## src/design/fcx_pkg.sv

```systemverilog
// Constants and types for the flag-control and compare execution unit
// Overview of operation
// - Clear-carry zeroes carry; one byte, 2 clocks
// - Clear-direction resets direction; one byte, 2 clocks
// - Clear-interrupt resets enable; one byte, 2 clocks
// - Complement-carry inverts carry only; 2 clocks
// - Compare clocks 3, 4, 9+addr, 10+addr
// - Compare lengths follow operand form and displacement
// - Single string compare: 22 clocks, two transfers
// - Repeated string compare: 9 plus 22 per pass
// - Wide bus: odd word transfer adds four
// - Narrow bus: every word transfer adds four
package fcx_pkg;
    typedef enum logic [2:0] {
        FCX_CLEAR_CARRY_OP = 3'h0,
        FCX_CLEAR_DIRECTION_OP = 3'h1,
        FCX_CLEAR_INTERRUPT_ENABLE_OP = 3'h2,
        FCX_COMPLEMENT_CARRY_OP = 3'h3,
        FCX_COMPARE_OP = 3'h4,
        FCX_STRING_COMPARE_OP = 3'h5
    } fcx_op_e;

    typedef enum logic [2:0] {
        FCX_FORM_REG_REG = 3'h0,
        FCX_FORM_REG_MEM = 3'h1,
        FCX_FORM_MEM_REG = 3'h2,
        FCX_FORM_REG_IMM = 3'h3,
        FCX_FORM_MEM_IMM = 3'h4,
        FCX_FORM_ACC_IMM = 3'h5
    } fcx_form_e;

    typedef enum logic [1:0] {
        FCX_ST_IDLE = 2'h0,
        FCX_ST_RUN = 2'h1,
        FCX_ST_SETUP = 2'h3,
        FCX_ST_STR = 2'h2
    } fcx_state_e;

    // Flag word bit positions
    localparam int FCX_FLAG_C = 0;
    localparam int FCX_FLAG_P = 2;
    localparam int FCX_FLAG_A = 4;
    localparam int FCX_FLAG_Z = 6;
    localparam int FCX_FLAG_S = 7;
    localparam int FCX_FLAG_I = 9;
    localparam int FCX_FLAG_D = 10;
    localparam int FCX_FLAG_O = 11;
    localparam logic [15:0] FCX_ARITH_MASK = 16'h08d5;
    localparam logic [15:0] FCX_FLAGS_RST = 16'h0000;

    // Clock budgets
    localparam logic [15:0] FCX_CLK_FLAG = 16'h0002;
    localparam logic [15:0] FCX_CLK_CMP_RR = 16'h0003;
    localparam logic [15:0] FCX_CLK_CMP_MEM = 16'h0009;
    localparam logic [15:0] FCX_CLK_CMP_IMM = 16'h0004;
    localparam logic [15:0] FCX_CLK_CMP_MEM_IMM = 16'h000a;
    localparam logic [15:0] FCX_CLK_STR = 16'h0016;
    localparam logic [15:0] FCX_CLK_REP_SETUP = 16'h0009;
    localparam logic [15:0] FCX_CLK_WORD_PEN = 16'h0004;

    // Encoded lengths in bytes
    localparam logic [2:0] FCX_LEN_ONE = 3'h1;
    localparam logic [2:0] FCX_LEN_MODRM = 3'h2;
    localparam logic [2:0] FCX_LEN_ACC_BASE = 3'h1;
endpackage : fcx_pkg

```

## src/design/fcx_alu_if.sv

```systemverilog
// Operand and flag carrier between the exec unit and its subtractor
`timescale 1ns/1ps
`default_nettype none
interface fcx_alu_if;
    logic [15:0] dst;
    logic [15:0] src;
    logic word;
    logic [15:0] flags;
    modport alu (input dst, input src, input word, output flags);
    modport user (output dst, output src, output word, input flags);
endinterface : fcx_alu_if
`default_nettype wire

```

## src/design/fcx_cmp_alu.sv

```systemverilog
// Compare subtractor producing arithmetic status flags
`timescale 1ns/1ps
`default_nettype none
module fcx_cmp_alu
    import fcx_pkg::*;
(
    fcx_alu_if.alu bus
);
    logic [16:0] diff;
    logic [15:0] res;
    logic msb_r;
    logic msb_d;
    logic msb_s;
    logic borrow;

    // Difference only feeds flags; it never returns to an operand
    always_comb begin
        diff = {1'b0, bus.dst} - {1'b0, bus.src};
        res = diff[15:0];
        if (bus.word) begin
            msb_r = res[15];
            msb_d = bus.dst[15];
            msb_s = bus.src[15];
            borrow = diff[16];
        end else begin
            msb_r = res[7];
            msb_d = bus.dst[7];
            msb_s = bus.src[7];
            borrow = bus.dst[7:0] < bus.src[7:0];
        end
        bus.flags = 16'h0000;
        bus.flags[FCX_FLAG_C] = borrow;
        bus.flags[FCX_FLAG_P] = ~^res[7:0];
        bus.flags[FCX_FLAG_A] = bus.dst[4] ^ bus.src[4] ^ res[4];
        bus.flags[FCX_FLAG_Z] = bus.word ? (res == 16'h0000) : (res[7:0] == 8'h00);
        bus.flags[FCX_FLAG_S] = msb_r;
        bus.flags[FCX_FLAG_O] = (msb_d ^ msb_s) & (msb_d ^ msb_r);
    end
endmodule : fcx_cmp_alu
`default_nettype wire

```

## src/design/fcx_exec_unit.sv

```systemverilog
// Flag-control and compare execution unit with cycle budgets
`timescale 1ns/1ps
`default_nettype none
module fcx_exec_unit
    import fcx_pkg::*;
#(
    parameter bit BUS8 = 1'b0
) (
    input wire logic core_clk,
    input wire logic sys_rst,
    input wire logic op_valid,
    input wire logic [2:0] op_code,
    input wire logic [2:0] cmp_form,
    input wire logic op_word,
    input wire logic [15:0] dst_val,
    input wire logic [15:0] src_val,
    input wire logic mem_odd,
    input wire logic [7:0] effective_address_time,
    input wire logic [1:0] disp_len,
    input wire logic repeat_while_equal_prefix,
    input wire logic [15:0] src_addr,
    input wire logic [15:0] dst_addr,
    input wire logic [15:0] rep_count,
    input wire logic [15:0] mem_rd_data,
    input wire logic mem_rd_valid,
    output logic busy,
    output logic done,
    output logic [15:0] flags,
    output logic [2:0] enc_len,
    output logic [15:0] xfer_cnt,
    output logic mem_rd_req,
    output logic [15:0] mem_rd_addr,
    output logic [15:0] src_ptr,
    output logic [15:0] dst_ptr,
    output logic [15:0] count
);
    fcx_state_e state_ff, nxt_state;
    fcx_op_e op_ff, nxt_op;
    logic [15:0] cnt_ff, nxt_cnt;
    logic [15:0] flags_ff, nxt_flags;
    logic busy_ff, nxt_busy;
    logic done_ff, nxt_done;
    logic word_ff, nxt_word;
    logic [15:0] a_ff, nxt_a;
    logic [15:0] b_ff, nxt_b;
    logic [2:0] len_ff, nxt_len;
    logic [15:0] xfer_ff, nxt_xfer;
    logic rd_req_ff, nxt_rd_req;
    logic [15:0] rd_addr_ff, nxt_rd_addr;
    logic [1:0] phase_ff, nxt_phase;
    logic [15:0] sp_ff, nxt_sp;
    logic [15:0] dp_ff, nxt_dp;
    logic [15:0] count_ff, nxt_count;
    logic rep_ff, nxt_rep;
    logic [15:0] cmp_flags;
    logic [15:0] mem_pen;
    logic [15:0] step;
    logic [15:0] cnt_left;
    logic [2:0] imm_len;

    fcx_alu_if alu_bus ();
    assign alu_bus.dst = a_ff;
    assign alu_bus.src = b_ff;
    assign alu_bus.word = word_ff;

    fcx_cmp_alu u_alu (
        .bus(alu_bus)
    );

    // Word transfer penalty per bus variant
    function automatic logic [15:0] word_pen(input logic w, input logic odd);
        word_pen = (w && (BUS8 || odd)) ? FCX_CLK_WORD_PEN : 16'h0000;
    endfunction

    // One pass: fixed base plus a penalty for each of its two reads
    function automatic logic [15:0] str_budget(input logic w, input logic [15:0] sa, input logic [15:0] da);
        str_budget = FCX_CLK_STR + word_pen(w, sa[0]) + word_pen(w, da[0]) - 16'h0001;
    endfunction

    always_comb begin
        cmp_flags = (flags_ff & ~FCX_ARITH_MASK) | (alu_bus.flags & FCX_ARITH_MASK);
        mem_pen = word_pen(op_word, mem_odd);
        step = word_ff ? 16'h0002 : 16'h0001;
        cnt_left = count_ff - 16'h0001;
        imm_len = op_word ? 3'h2 : 3'h1;
        nxt_state = state_ff;
        nxt_op = op_ff;
        nxt_cnt = cnt_ff;
        nxt_flags = flags_ff;
        nxt_busy = busy_ff;
        nxt_done = 1'b0;
        nxt_word = word_ff;
        nxt_a = a_ff;
        nxt_b = b_ff;
        nxt_len = len_ff;
        nxt_xfer = xfer_ff;
        nxt_rd_req = 1'b0;
        nxt_rd_addr = rd_addr_ff;
        nxt_phase = phase_ff;
        nxt_sp = sp_ff;
        nxt_dp = dp_ff;
        nxt_count = count_ff;
        nxt_rep = rep_ff;
        case (state_ff)
            FCX_ST_IDLE: begin
                if (op_valid) begin
                    nxt_op = fcx_op_e'(op_code);
                    nxt_word = op_word;
                    nxt_a = dst_val;
                    nxt_b = src_val;
                    nxt_busy = 1'b1;
                    nxt_xfer = 16'h0000;
                    nxt_len = FCX_LEN_ONE;
                    nxt_cnt = FCX_CLK_FLAG - 16'h0001;
                    nxt_state = FCX_ST_RUN;
                    case (fcx_op_e'(op_code))
                        FCX_COMPARE_OP: begin
                            case (fcx_form_e'(cmp_form))
                                FCX_FORM_REG_REG: begin
                                    nxt_cnt = FCX_CLK_CMP_RR - 16'h0001;
                                    nxt_len = FCX_LEN_MODRM;
                                end
                                FCX_FORM_REG_MEM, FCX_FORM_MEM_REG: begin
                                    nxt_cnt = FCX_CLK_CMP_MEM + 16'(effective_address_time) + mem_pen - 16'h0001;
                                    nxt_len = FCX_LEN_MODRM + 3'(disp_len);
                                    nxt_xfer = 16'h0001;
                                end
                                FCX_FORM_REG_IMM: begin
                                    nxt_cnt = FCX_CLK_CMP_IMM - 16'h0001;
                                    nxt_len = FCX_LEN_MODRM + imm_len;
                                end
                                FCX_FORM_MEM_IMM: begin
                                    nxt_cnt = FCX_CLK_CMP_MEM_IMM + 16'(effective_address_time) + mem_pen - 16'h0001;
                                    nxt_len = FCX_LEN_MODRM + 3'(disp_len) + imm_len;
                                    nxt_xfer = 16'h0001;
                                end
                                default: begin
                                    nxt_cnt = FCX_CLK_CMP_IMM - 16'h0001;
                                    nxt_len = FCX_LEN_ACC_BASE + imm_len;
                                end
                            endcase
                        end
                        FCX_STRING_COMPARE_OP: begin
                            nxt_sp = src_addr;
                            nxt_dp = dst_addr;
                            nxt_count = rep_count;
                            nxt_rep = repeat_while_equal_prefix;
                            nxt_phase = 2'h0;
                            if (repeat_while_equal_prefix) begin
                                nxt_cnt = FCX_CLK_REP_SETUP - 16'h0001;
                                nxt_state = FCX_ST_SETUP;
                            end else begin
                                nxt_cnt = str_budget(op_word, src_addr, dst_addr);
                                nxt_state = FCX_ST_STR;
                            end
                        end
                        default: ;
                    endcase
                end
            end
            FCX_ST_RUN: begin
                if (cnt_ff == 16'h0000) begin
                    nxt_busy = 1'b0;
                    nxt_done = 1'b1;
                    nxt_state = FCX_ST_IDLE;
                    case (op_ff)
                        FCX_CLEAR_CARRY_OP: nxt_flags[FCX_FLAG_C] = 1'b0;
                        FCX_CLEAR_DIRECTION_OP: nxt_flags[FCX_FLAG_D] = 1'b0;
                        FCX_CLEAR_INTERRUPT_ENABLE_OP: nxt_flags[FCX_FLAG_I] = 1'b0;
                        FCX_COMPLEMENT_CARRY_OP: nxt_flags[FCX_FLAG_C] = ~flags_ff[FCX_FLAG_C];
                        FCX_COMPARE_OP: nxt_flags = cmp_flags;
                        default: ;
                    endcase
                end else begin
                    nxt_cnt = cnt_ff - 16'h0001;
                end
            end
            FCX_ST_SETUP: begin
                if (cnt_ff != 16'h0000) begin
                    nxt_cnt = cnt_ff - 16'h0001;
                end else if (count_ff == 16'h0000) begin
                    // Zero count: setup only, no pass and no flag change
                    nxt_busy = 1'b0;
                    nxt_done = 1'b1;
                    nxt_state = FCX_ST_IDLE;
                end else begin
                    nxt_cnt = str_budget(word_ff, sp_ff, dp_ff);
                    nxt_phase = 2'h0;
                    nxt_state = FCX_ST_STR;
                end
            end
            FCX_ST_STR: begin
                if (cnt_ff != 16'h0000) begin
                    nxt_cnt = cnt_ff - 16'h0001;
                end
                case (phase_ff)
                    2'h0: begin
                        nxt_rd_req = 1'b1;
                        nxt_rd_addr = sp_ff;
                        nxt_phase = 2'h1;
                    end
                    2'h1: begin
                        if (mem_rd_valid) begin
                            nxt_b = mem_rd_data;
                            nxt_rd_req = 1'b1;
                            nxt_rd_addr = dp_ff;
                            nxt_phase = 2'h2;
                        end
                    end
                    2'h2: begin
                        if (mem_rd_valid) begin
                            nxt_a = mem_rd_data;
                            nxt_phase = 2'h3;
                        end
                    end
                    default: begin
                        // Slow memory stretches the pass past its budget
                        if (cnt_ff == 16'h0000) begin
                            nxt_flags = cmp_flags;
                            nxt_xfer = xfer_ff + 16'h0002;
                            nxt_sp = flags_ff[FCX_FLAG_D] ? sp_ff - step : sp_ff + step;
                            nxt_dp = flags_ff[FCX_FLAG_D] ? dp_ff - step : dp_ff + step;
                            nxt_phase = 2'h0;
                            if (rep_ff) begin
                                nxt_count = cnt_left;
                            end
                            if (rep_ff && cnt_left != 16'h0000 && alu_bus.flags[FCX_FLAG_Z]) begin
                                nxt_cnt = str_budget(word_ff, nxt_sp, nxt_dp);
                            end else begin
                                nxt_busy = 1'b0;
                                nxt_done = 1'b1;
                                nxt_state = FCX_ST_IDLE;
                            end
                        end
                    end
                endcase
            end
            default: begin
                nxt_state = FCX_ST_IDLE;
                nxt_busy = 1'b0;
            end
        endcase
    end

    always_ff @(posedge core_clk) begin
        if (sys_rst) begin
            state_ff <= FCX_ST_IDLE;
            op_ff <= FCX_CLEAR_CARRY_OP;
            cnt_ff <= 16'h0000;
            flags_ff <= FCX_FLAGS_RST;
            busy_ff <= 1'b0;
            done_ff <= 1'b0;
            word_ff <= 1'b0;
            a_ff <= 16'h0000;
            b_ff <= 16'h0000;
            len_ff <= 3'h0;
            xfer_ff <= 16'h0000;
            rd_req_ff <= 1'b0;
            rd_addr_ff <= 16'h0000;
            phase_ff <= 2'h0;
            sp_ff <= 16'h0000;
            dp_ff <= 16'h0000;
            count_ff <= 16'h0000;
            rep_ff <= 1'b0;
        end else begin
            state_ff <= nxt_state;
            op_ff <= nxt_op;
            cnt_ff <= nxt_cnt;
            flags_ff <= nxt_flags;
            busy_ff <= nxt_busy;
            done_ff <= nxt_done;
            word_ff <= nxt_word;
            a_ff <= nxt_a;
            b_ff <= nxt_b;
            len_ff <= nxt_len;
            xfer_ff <= nxt_xfer;
            rd_req_ff <= nxt_rd_req;
            rd_addr_ff <= nxt_rd_addr;
            phase_ff <= nxt_phase;
            sp_ff <= nxt_sp;
            dp_ff <= nxt_dp;
            count_ff <= nxt_count;
            rep_ff <= nxt_rep;
        end
    end

    assign busy = busy_ff;
    assign done = done_ff;
    assign flags = flags_ff;
    assign enc_len = len_ff;
    assign xfer_cnt = xfer_ff;
    assign mem_rd_req = rd_req_ff;
    assign mem_rd_addr = rd_addr_ff;
    assign src_ptr = sp_ff;
    assign dst_ptr = dp_ff;
    assign count = count_ff;
endmodule : fcx_exec_unit
`default_nettype wire

```

## config.mk

```make
export PLATFORM = sky130hd
export DESIGN_NAME = fcx_exec_unit
export DESIGN_NICKNAME = d
export VERILOG_FILES = /design/src/design/fcx_pkg.sv /design/src/design/fcx_alu_if.sv /design/src/design/fcx_cmp_alu.sv /design/src/design/fcx_exec_unit.sv
export SDC_FILE = /design/constraint.sdc
export NUM_CORES = 1
export LEC_CHECK = 0
export BUFFER_PORTS_ARGS = -buffer_cell sky130_fd_sc_hd__buf_4
export CAP_MARGIN = 10
export CORE_UTILIZATION = 48
export CTS_CLUSTER_SIZE = 20
export DETAILED_ROUTE_END_ITERATION = 12
export PLACE_DENSITY = 0.77
export SLEW_MARGIN = 20
export SYNTH_ARGS = -nofsm -noshare
export SYNTH_HDL_FRONTEND = slang
export SYNTH_HIERARCHICAL = 1
export SYNTH_SLANG_ARGS = --single-unit
```

## constraint.sdc

```tcl
create_clock -name core_clk -period 6.4 [get_ports core_clk]
set_input_delay 0.96 -clock core_clk [delete_from_list [all_inputs] [get_ports core_clk]]
set_output_delay 0.96 -clock core_clk [all_outputs]
set_load 0.005 [all_outputs]
```

# Yosys cells after proc, flatten, opt, wreduce, memory -nomap -nowiden
# Index checks and enable logic that the tools add are counted.
[totals]
regBits = 159
out_inout_bits = 102
elab_cells = 244
[classes]
add_sub_neg = 27
n_lt_le_gt_ge = 1
n_eq_ne = 38
muxes = 105
bitwise = 8
reduce_logical = 44
[op_table]
columns = ["op", "count"]
rows = [
  ["two-way mux 16 bit", 36],
  ["one-hot mux 16 bit (2 select lines)", 9],
  ["one-hot mux 16 bit (4 select lines)", 1],
  ["zero test 16 bit", 3],
  ["one-hot mux 16 bit (3 select lines)", 1],
  ["adder 16 x 2 -> 16 bit", 2],
  ["two-way mux 2 bit", 16],
  ["nonzero test 16 bit", 2],
  ["subtractor 16 x 1 -> 16 bit, second input constant", 2],
  ["subtractor 16 x 2 -> 16 bit", 2],
  ["inequality test 2 bit, second input constant", 15],
  ["AND reduction 5 bit", 5],
  ["two-way mux 3 bit", 8],
  ["subtractor 7 x 1 -> 8 bit, second input constant", 3],
  ["two-way mux 1 bit", 22],
  ["subtractor 10 x 1 -> 11 bit, second input constant", 2],
  ["adder 6 x 3 -> 7 bit", 3],
  ["adder 9 x 3 -> 10 bit", 2],
  ["adder 4 x 8 -> 9 bit, first input constant", 2],
  ["adder 5 x 3 -> 6 bit, first input constant", 3],
  ["subtractor 16 x 16 -> 17 bit", 1],
  ["adder 16 x 2 -> 16 bit, second input constant", 1],
  ["bitwise OR 16 x 12 -> 16 bit", 1],
  ["== test 3 x 2 -> 1 bit, second input constant", 4],
  ["39 further kinds", 77],
]

# Depth between registers and ports, before layout
# Gate-level depths: netlist of run 1.
[logic_depth]
word_depth = 12
ltp_mapped = 18
mapped_depth_nobuf = 18

# Hierarchy
# Netlist of run 1, hierarchy kept.
[by_module_without_submodules]
columns = ["mod", "n_inst", "cells_each", "area_per_inst_um2", "seq_area_each_um2"]
rows = [
  ["fcx_exec_unit", 1, 1209, 9676.8, 3022.9],
  ["fcx_cmp_alu", 1, 170, 1208.7, 0.0],
]

# Least setup slack after synthesis of run 1
# No wires, ideal clock.
[synth_timing]
path_kind = "reg2reg"
start = "reg b_ff[2] (netlist: alu_bus.src[2])"
end = "reg cnt_ff[1]"
arrival_ps = 3240
t_required_ps = 6283
setup_slack_ps = 3043
stages_incl_launch_ff = 17
path_buffers = 0
period_less_slack_ps = 3357
cell_sequence = "dfxtp_1 > inv_1 > ha_1 > o211ai_2 > a21oi_2 > o41ai_4 > xor2_1 > ha_1 > nand4_1 > a21o_1 > nor3_1 > nand3_1 > o31ai_1 > nand2_1 > a21oi_1 > a311oi_1 > a22o_1"
[synth_between]
elab_chain_cells = 8
word_cells_on_any_way = 9
classes_between = "add/sub (1); mux (5); reduce/logical (3)"
[synth_rtl]
columns = ["element", "line_no", "text"]
rows = [
  ["start, declared", "fcx_exec_unit.sv:45", "logic [15:0] b_ff, nxt_b;"],
  ["start signal, assigned", "fcx_exec_unit.sv:274", "b_ff <= nxt_b;"],
  ["subtractor 16 x 16 -> 17 bit *", "fcx_cmp_alu.sv:18", "diff = {1'b0, bus.dst} - {1'b0, bus.src};"],
  ["zero test 16 bit or zero test 8 bit (tied branches)", "fcx_cmp_alu.sv:35", "bus.flags[FCX_FLAG_Z] = bus.word ? (res == 16'h0000) : (res[7:0] == 8'h00);"],
  ["two-way mux 1 bit *", "fcx_cmp_alu.sv:35", ""],
  ["net alu_bus.flags[6]", "fcx_alu_if.sv:8", "logic [15:0] flags;"],
  ["logical AND 1 bit *", "fcx_exec_unit.sv:227", "if (rep_ff && cnt_left != 16'h0000 && alu_bus.flags[FCX_FLAG_Z]) begin"],
  ["two-way mux 16 bit *", "fcx_exec_unit.sv:227", ""],
  ["two-way mux 16 bit *", "fcx_exec_unit.sv:218", "if (cnt_ff == 16'h0000) begin"],
  ["two-way mux 16 bit *", "fcx_exec_unit.sv:196", "case (phase_ff)"],
  ["one-hot mux 16 bit (4 select lines) *", "fcx_exec_unit.sv:104", "case (state_ff)"],
  ["end signal, assigned", "fcx_exec_unit.sv:268", "cnt_ff <= nxt_cnt;"],
  ["end, declared", "fcx_exec_unit.sv:39", "logic [15:0] cnt_ff, nxt_cnt;"],
]
# The timed path passes the listed nets; every way through them passes the cells marked *.
# A chain may end at the register's enable or synchronous reset.

# Worst setup path in the final report of run 1
# Same ends and word-level chain as after synthesis.

==> results of run 1 <==
-- through the flow --
stage                     hold slack (ps)  cell area (um2)  power, mW
after floorplan                       448            10800       3.90
after global placement                460            12500       4.72
after detailed placement              464            12500       4.78
after CTS                             473            13100       5.83
after global routing                  507            13100       6.27
final                                 469            13100       5.86
-- layer usage --
layer,routed length (um),up-vias
met5,0,-
met4,609,0
met3,1920,44
met2,14600,341
met1,13800,5006
li1,-,5323
-- state kept, by name, indices dropped and copies added, names as in the netlist, 3 cells and up --
signal,count
op_ff,3
flags,8
enc_len,3
a_ff,16
cnt_ff,16
count,16
alu_bus.src,16
dst_ptr,16
xfer_cnt,16
mem_rd_addr,16
src_ptr,16
-- worst max-delay path: stages, from the launching register on --
cell      delay (ps)
dfxtp_1          340
inv_1             60
ha_1             350
o211ai_2         190
a21oi_2           70
o41ai_4          440
xor2_1           320
ha_1             210
nand4_1           90
a21o_1           170
nor3_1           190
nand3_1          100
o31ai_1          540
nand2_1          140
a21oi_1          280
a311oi_1         210
a22o_1           270
-- how the worst min path moves through the flow --
stage               start         end  cells past startpoint
2_1_floorplan  enc_len[1]  enc_len[1]                      2
3_3_place_gp   enc_len[1]  enc_len[1]                      2
3_5_place_dp   enc_len[1]  enc_len[1]                      2
4_1_cts        enc_len[1]  enc_len[1]                      2
5_1_grt        enc_len[1]  enc_len[1]                      2
6_report       enc_len[1]  enc_len[1]                      2
-- layout by cell type (no fill, tap or decap), drive strengths merged, types with 10 or more instances in the layout --
master and instances:
a21o 16, clkbuf 19, o211ai 13, a22oi 11
mux2i 75, ha 73, nor2b 12, nor3 34
a211oi 72, nand2b 16, nor2 185, xnor2 32
a31oi 16, and3 12, or3 11, o21a 17
inv 51, nand3 34, o21ai 82, nand2 96
buf 225, a21oi 102, dfxtp 151, o31ai 10
xor2 26, nor4 13
-- final cells by class --
type                            instances  area [um2]
Clock inverter                         13         144
Fill cell                            1969        8820
Multi-Input combinational cell       1092        7280
Tap cell                              280         350
Sequential cell                       151        3020
Timing Repair Buffer                  225        1710
Clock buffer                           19         453
Inverter                               47         176
-- power by group --
| group | switching, mW | leakage (nW) | total [mW] | internal, mW |
|---|---|---|---|---|
| combinational | 2.01 | 3.98 | 3.42 | 1.41 |
| sequential | 0.236 | 1.23 | 1.41 | 1.18 |
| clock | 0.432 | 0.283 | 1.03 | 0.599 |
==> reports/qor.yml, run 1 <==
yosys:
  syn_area_um2: 10800
  syn_inst: 1368
  ys_warn_count: 6
  syn_avg_cell_area_um2: 7.90
cts:
  clk_latency_ps: 430
  post-cts-setup-buffers: 0
  clkSlewWorstSetupHoldPaths_ps: 70
  hold_buffers: 0
  htreeDepth: 4
  cts_tree: "built"
  cts.path.max_buffers: 2
  ctsResizeCount: 0
  cts_inserted_buffers: 17
  cts_sinks: 151
  clockRootBuffer: "clkbuf_16"
grt:
  grt_max_degree: 88
  overflow: 0
  grtUsageMet1_pct: 33.8
  met3_usage_pct: 5.05
  grtUsageTotal_pct: 26.3
  grt_antenna_before_repair: 0
  grt-busiest-layer: "met2"
  gr-usage-met2_pct: 44.2
  first_global_vias: 10158
  grt_pass1_wl_mm: 50.2
placement:
  hpwlAfterDp_mm: 22.5
  port_buffers: 212
  gp_congestion: 0.898
  dp_slack_ps: 2430
  placed_cells: 1794
timing:
  setup_viol: 0
  fmax_ghz: 0.245
  fin_crit_ps: 4080
  max-slew-margin-rel_pct: 27.3
  fin_crit_sh_pct: 63.8
  rsz0062_at_grt: "false"
  worst_slack_ps: 2320
  worstMarginPinSlew_ps: 1090
  final-hold-violation-count: 0
  slew_violations: 0
  fin_setup_tns_ps: 0
  final.setup_skew_ps: 18.6
setup_path:
  end_kind: "register"
  crit_path_end: "cnt_ff[1]"
  r2r_slack_ps: 2320
  worstSetupStartpointType: "register"
  critical_path_arrival_ps: 4400
  r2r_start: "alu_bus.src[2]"
  crit_start: "alu_bus.src[2]"
  required_ps: 6720
  r2r-end: "cnt_ff[1]"
  cp_max_fo: 5
  ff2ff_path_depth: 16
  crit_type: "reg -> reg"
power_and_ir_drop:
  ir_drop_mv: 0.230
  powerDensity_nw_per_um2: 446
  leakagePower_nw: 5.50
run_status:
  violations: "design-rule violations"
  status: "complete, but fails checks"
layout:
  drive_gt1_share_pct: 18.9
  final_nets: 1730
  final_core_util_pct: 59.8
  n_antenna_cell: 0
  final_cell_count_no_fill: 1827
  area_growth_pct: 21.6
floorplan:
  start_util_pct: 49.2
  die_y_um: 152
  chipWidth_um: 152
  core_um2: 22000
  die-area_um2: 23100
  num_rows: 54
  pin_count: 221
route:
  drt-wirelength-per-cell_um: 16.9
  drt_iter0_drc: 743
  ant_nets: 0
  drc: 18
  route.vias.total: 10714
  routed_wl_mm: 30.9
  viasPerCell: 5.86
  dr.pass1.iters: 9
flow_run:
  drv_cap: 0
worst_hold_path:
  worstHoldPathType: "reg -> reg"
(Power assumes the default switching activity.)
==> run 2: changes to the inputs <==
==> constraint.sdc (replaced) <==
create_clock -name core_clk -period 4 [get_ports core_clk]
set_input_delay 0.6 -clock core_clk [delete_from_list [all_inputs] [get_ports core_clk]]
set_output_delay 0.6 -clock core_clk [all_outputs]
set_load 0.005 [all_outputs]
==> reports/qor.yml, run 2 (synthesis results as in run 1) <==
power_and_ir_drop:
  leakagePower_nw: 5.52  # +0.52%
  ir_drop_mv: 0.512  # +120%
  powerDensity_nw_per_um2: 716  # +60%
setup_path:
  required_ps: 4310  # -2410 ps
  crit_type: "reg -> reg"
  end_kind: "register"
  critPathSlowestCell: "o41ai_4"
  crit_path_cell_trace: "inv_1 > ha_1 > a21o_2 > o41ai_4 > xor2_2 > ha_1 > nand4_1 > a21o_1 > nor3_1 > nand3_1 > o31ai_1 > buf_4 > nand2_1 > a21oi_1 > a311oi_1 > a22o_1"
  critical_path_arrival_ps: 3970  # -430 ps
  cp_common_cell: "ha_1"
  worstSetupStartpointType: "register"
  cpPeakStageDelay_ps: 500  # -40 ps
  cp_max_fo: 5  # unchanged
  r2r_slack_ps: 340  # -1980 ps
placement:
  gp_congestion: 0.900  # +0.19%
  placed_cells: 1803  # +0.50%
  dp_slack_ps: 208  # -2220 ps
  hpwlAfterDp_mm: 22.7  # +1.1%
  port_buffers: 212  # unchanged
timing:
  setup_viol: 0  # unchanged
  worst_slack_ps: 341  # -1980 ps
  max-slew-margin-rel_pct: 31.1  # +3.9 points
  rsz0062_at_grt: "false"
  fin_crit_sh_pct: 91.5  # +28 points
  fin_setup_tns_ps: 0  # unchanged
  worstMarginPinSlew_ps: 1030  # -59.0 ps
  slew_violations: 0  # unchanged
  final.setup_skew_ps: 10.9  # -7.69 ps
  fmax_ghz: 0.273  # +12%
  fin_crit_ps: 3660  # -421 ps
  final-hold-violation-count: 0  # unchanged
route:
  dr.pass1.iters: 10  # +1
  drt-wirelength-per-cell_um: 16.9  # about the same
  ant_nets: 0  # unchanged
  route.vias.total: 10796  # +0.77%
  drt_iter0_drc: 658  # -11%
  routed_wl_mm: 31.0  # +0.44%
  drc: 17  # -1
  viasPerCell: 5.88  # +0.27%
grt:
  grt_antenna_before_repair: 1  # +1
  grt_max_degree: 70  # -20%
  grt_pass1_wl_mm: 50.1  # -0.15%
  grtUsageTotal_pct: 26.4  # +0.13 points
  overflow: 0  # unchanged
  first_global_vias: 10214  # +0.55%
layout:
  mostFrequentLayoutCells: "buf_4 (233), nor2_1 (185), dfxtp_1 (151), a21oi_1 (97), nand2_1 (96)"
  final_cell_count_no_fill: 1836  # +0.49%
  area_growth_pct: 22.0
  drive_gt1_share_pct: 19.5  # +0.55 points
  final_common_cell: "buf_4"
  final_nets: 1738  # +0.46%
cts:
  cts.path.max_buffers: 2  # unchanged
  clockRootBuffer: "clkbuf_16"
  clkSlewWorstSetupHoldPaths_ps: 60  # about the same
  cts_sinks: 151  # unchanged
  clk_latency_ps: 430  # about the same
  cts_tree: "built"
  cts_inserted_buffers: 17  # unchanged
  hold_buffers: 0  # unchanged
  htreeDepth: 4  # unchanged
  post-cts-setup-buffers: 0  # unchanged
run_status:
  status: "complete, but fails checks"
  violations: "design-rule violations"
worst_hold_path:
  worstHoldPathType: "in -> reg"
flow_run:
  drv_cap: 0  # unchanged
floorplan:
  pin_count: 221  # unchanged
  chipWidth_um: 152  # unchanged
  core_um2: 22000  # unchanged
  die_y_um: 152  # unchanged
  die-area_um2: 23100  # unchanged
  num_rows: 54  # unchanged
  start_util_pct: 49.2  # unchanged
## run 2: timing repair
| action | CTS | global route |
|---|---|---|
| resized for setup | 0 | 3 |
| setup endpoints to repair | 0 | 7 |
| hold endpoints to repair | 0 | 0 |
## run 2: critical path: cells and delay by family, from the launching register on
family                     cells  cell delay, ps
DFF                            1             320
buffers and inverters          2             220
AOI/OAI and AO/OA              7            1760
xor gates and xnor gates       1             260
and+or+nand+nor                4             440
adders and majority gates      2             540
## run 2: power breakdown
part,switching (mW),internal [mW]
registers,0.372,1.88
clock network,0.678,0.950
logic,3.23,2.32
total,4.28,5.15
## run 2: worst paths after layout
check | end | cells after the start | start
min reg2reg | enc_len[1] | 2 | enc_len[1]
max reg2reg | cnt_ff[1] | 16 | alu_bus.src[4]
min | rep_ff | 3 | repeat_while_equal_prefix
max | cnt_ff[1] | 16 | alu_bus.src[4]
## run 2: cell type report
cell class,count,area [um2]
clock inverters,12,126
clock buffers,20,457
inverters,47,176
diodes,1,2.50
flip-flops and latches,151,3020
well taps,280,350
repair buffers,233,1750
multi-input cells,1092,7300
fillers,1997,8780
## run 2: per-layer routing
layer | up-vias | routed length [um] | global-route usage [%]
li1 | 5326 | - | -
met1 | 5084 | 13500 | 33.1
met2 | 341 | 14800 | 45.4
met3 | 45 | 1990 | 4.76
met4 | 0 | 704 | 9.28
met5 | - | 0 | 0
## run 2: metrics by stage
stage	hold slack [ps]	total power [mW]	cell area (um2)	utilization, %
floorplan	448	6.24	10800	-
global placement	453	7.65	12600	57.3
detailed placement	468	7.74	12600	57.3
CTS	444	9.40	13200	59.9
global route	454	10.1	13200	60.0
finish	462	9.43	13200	60.0
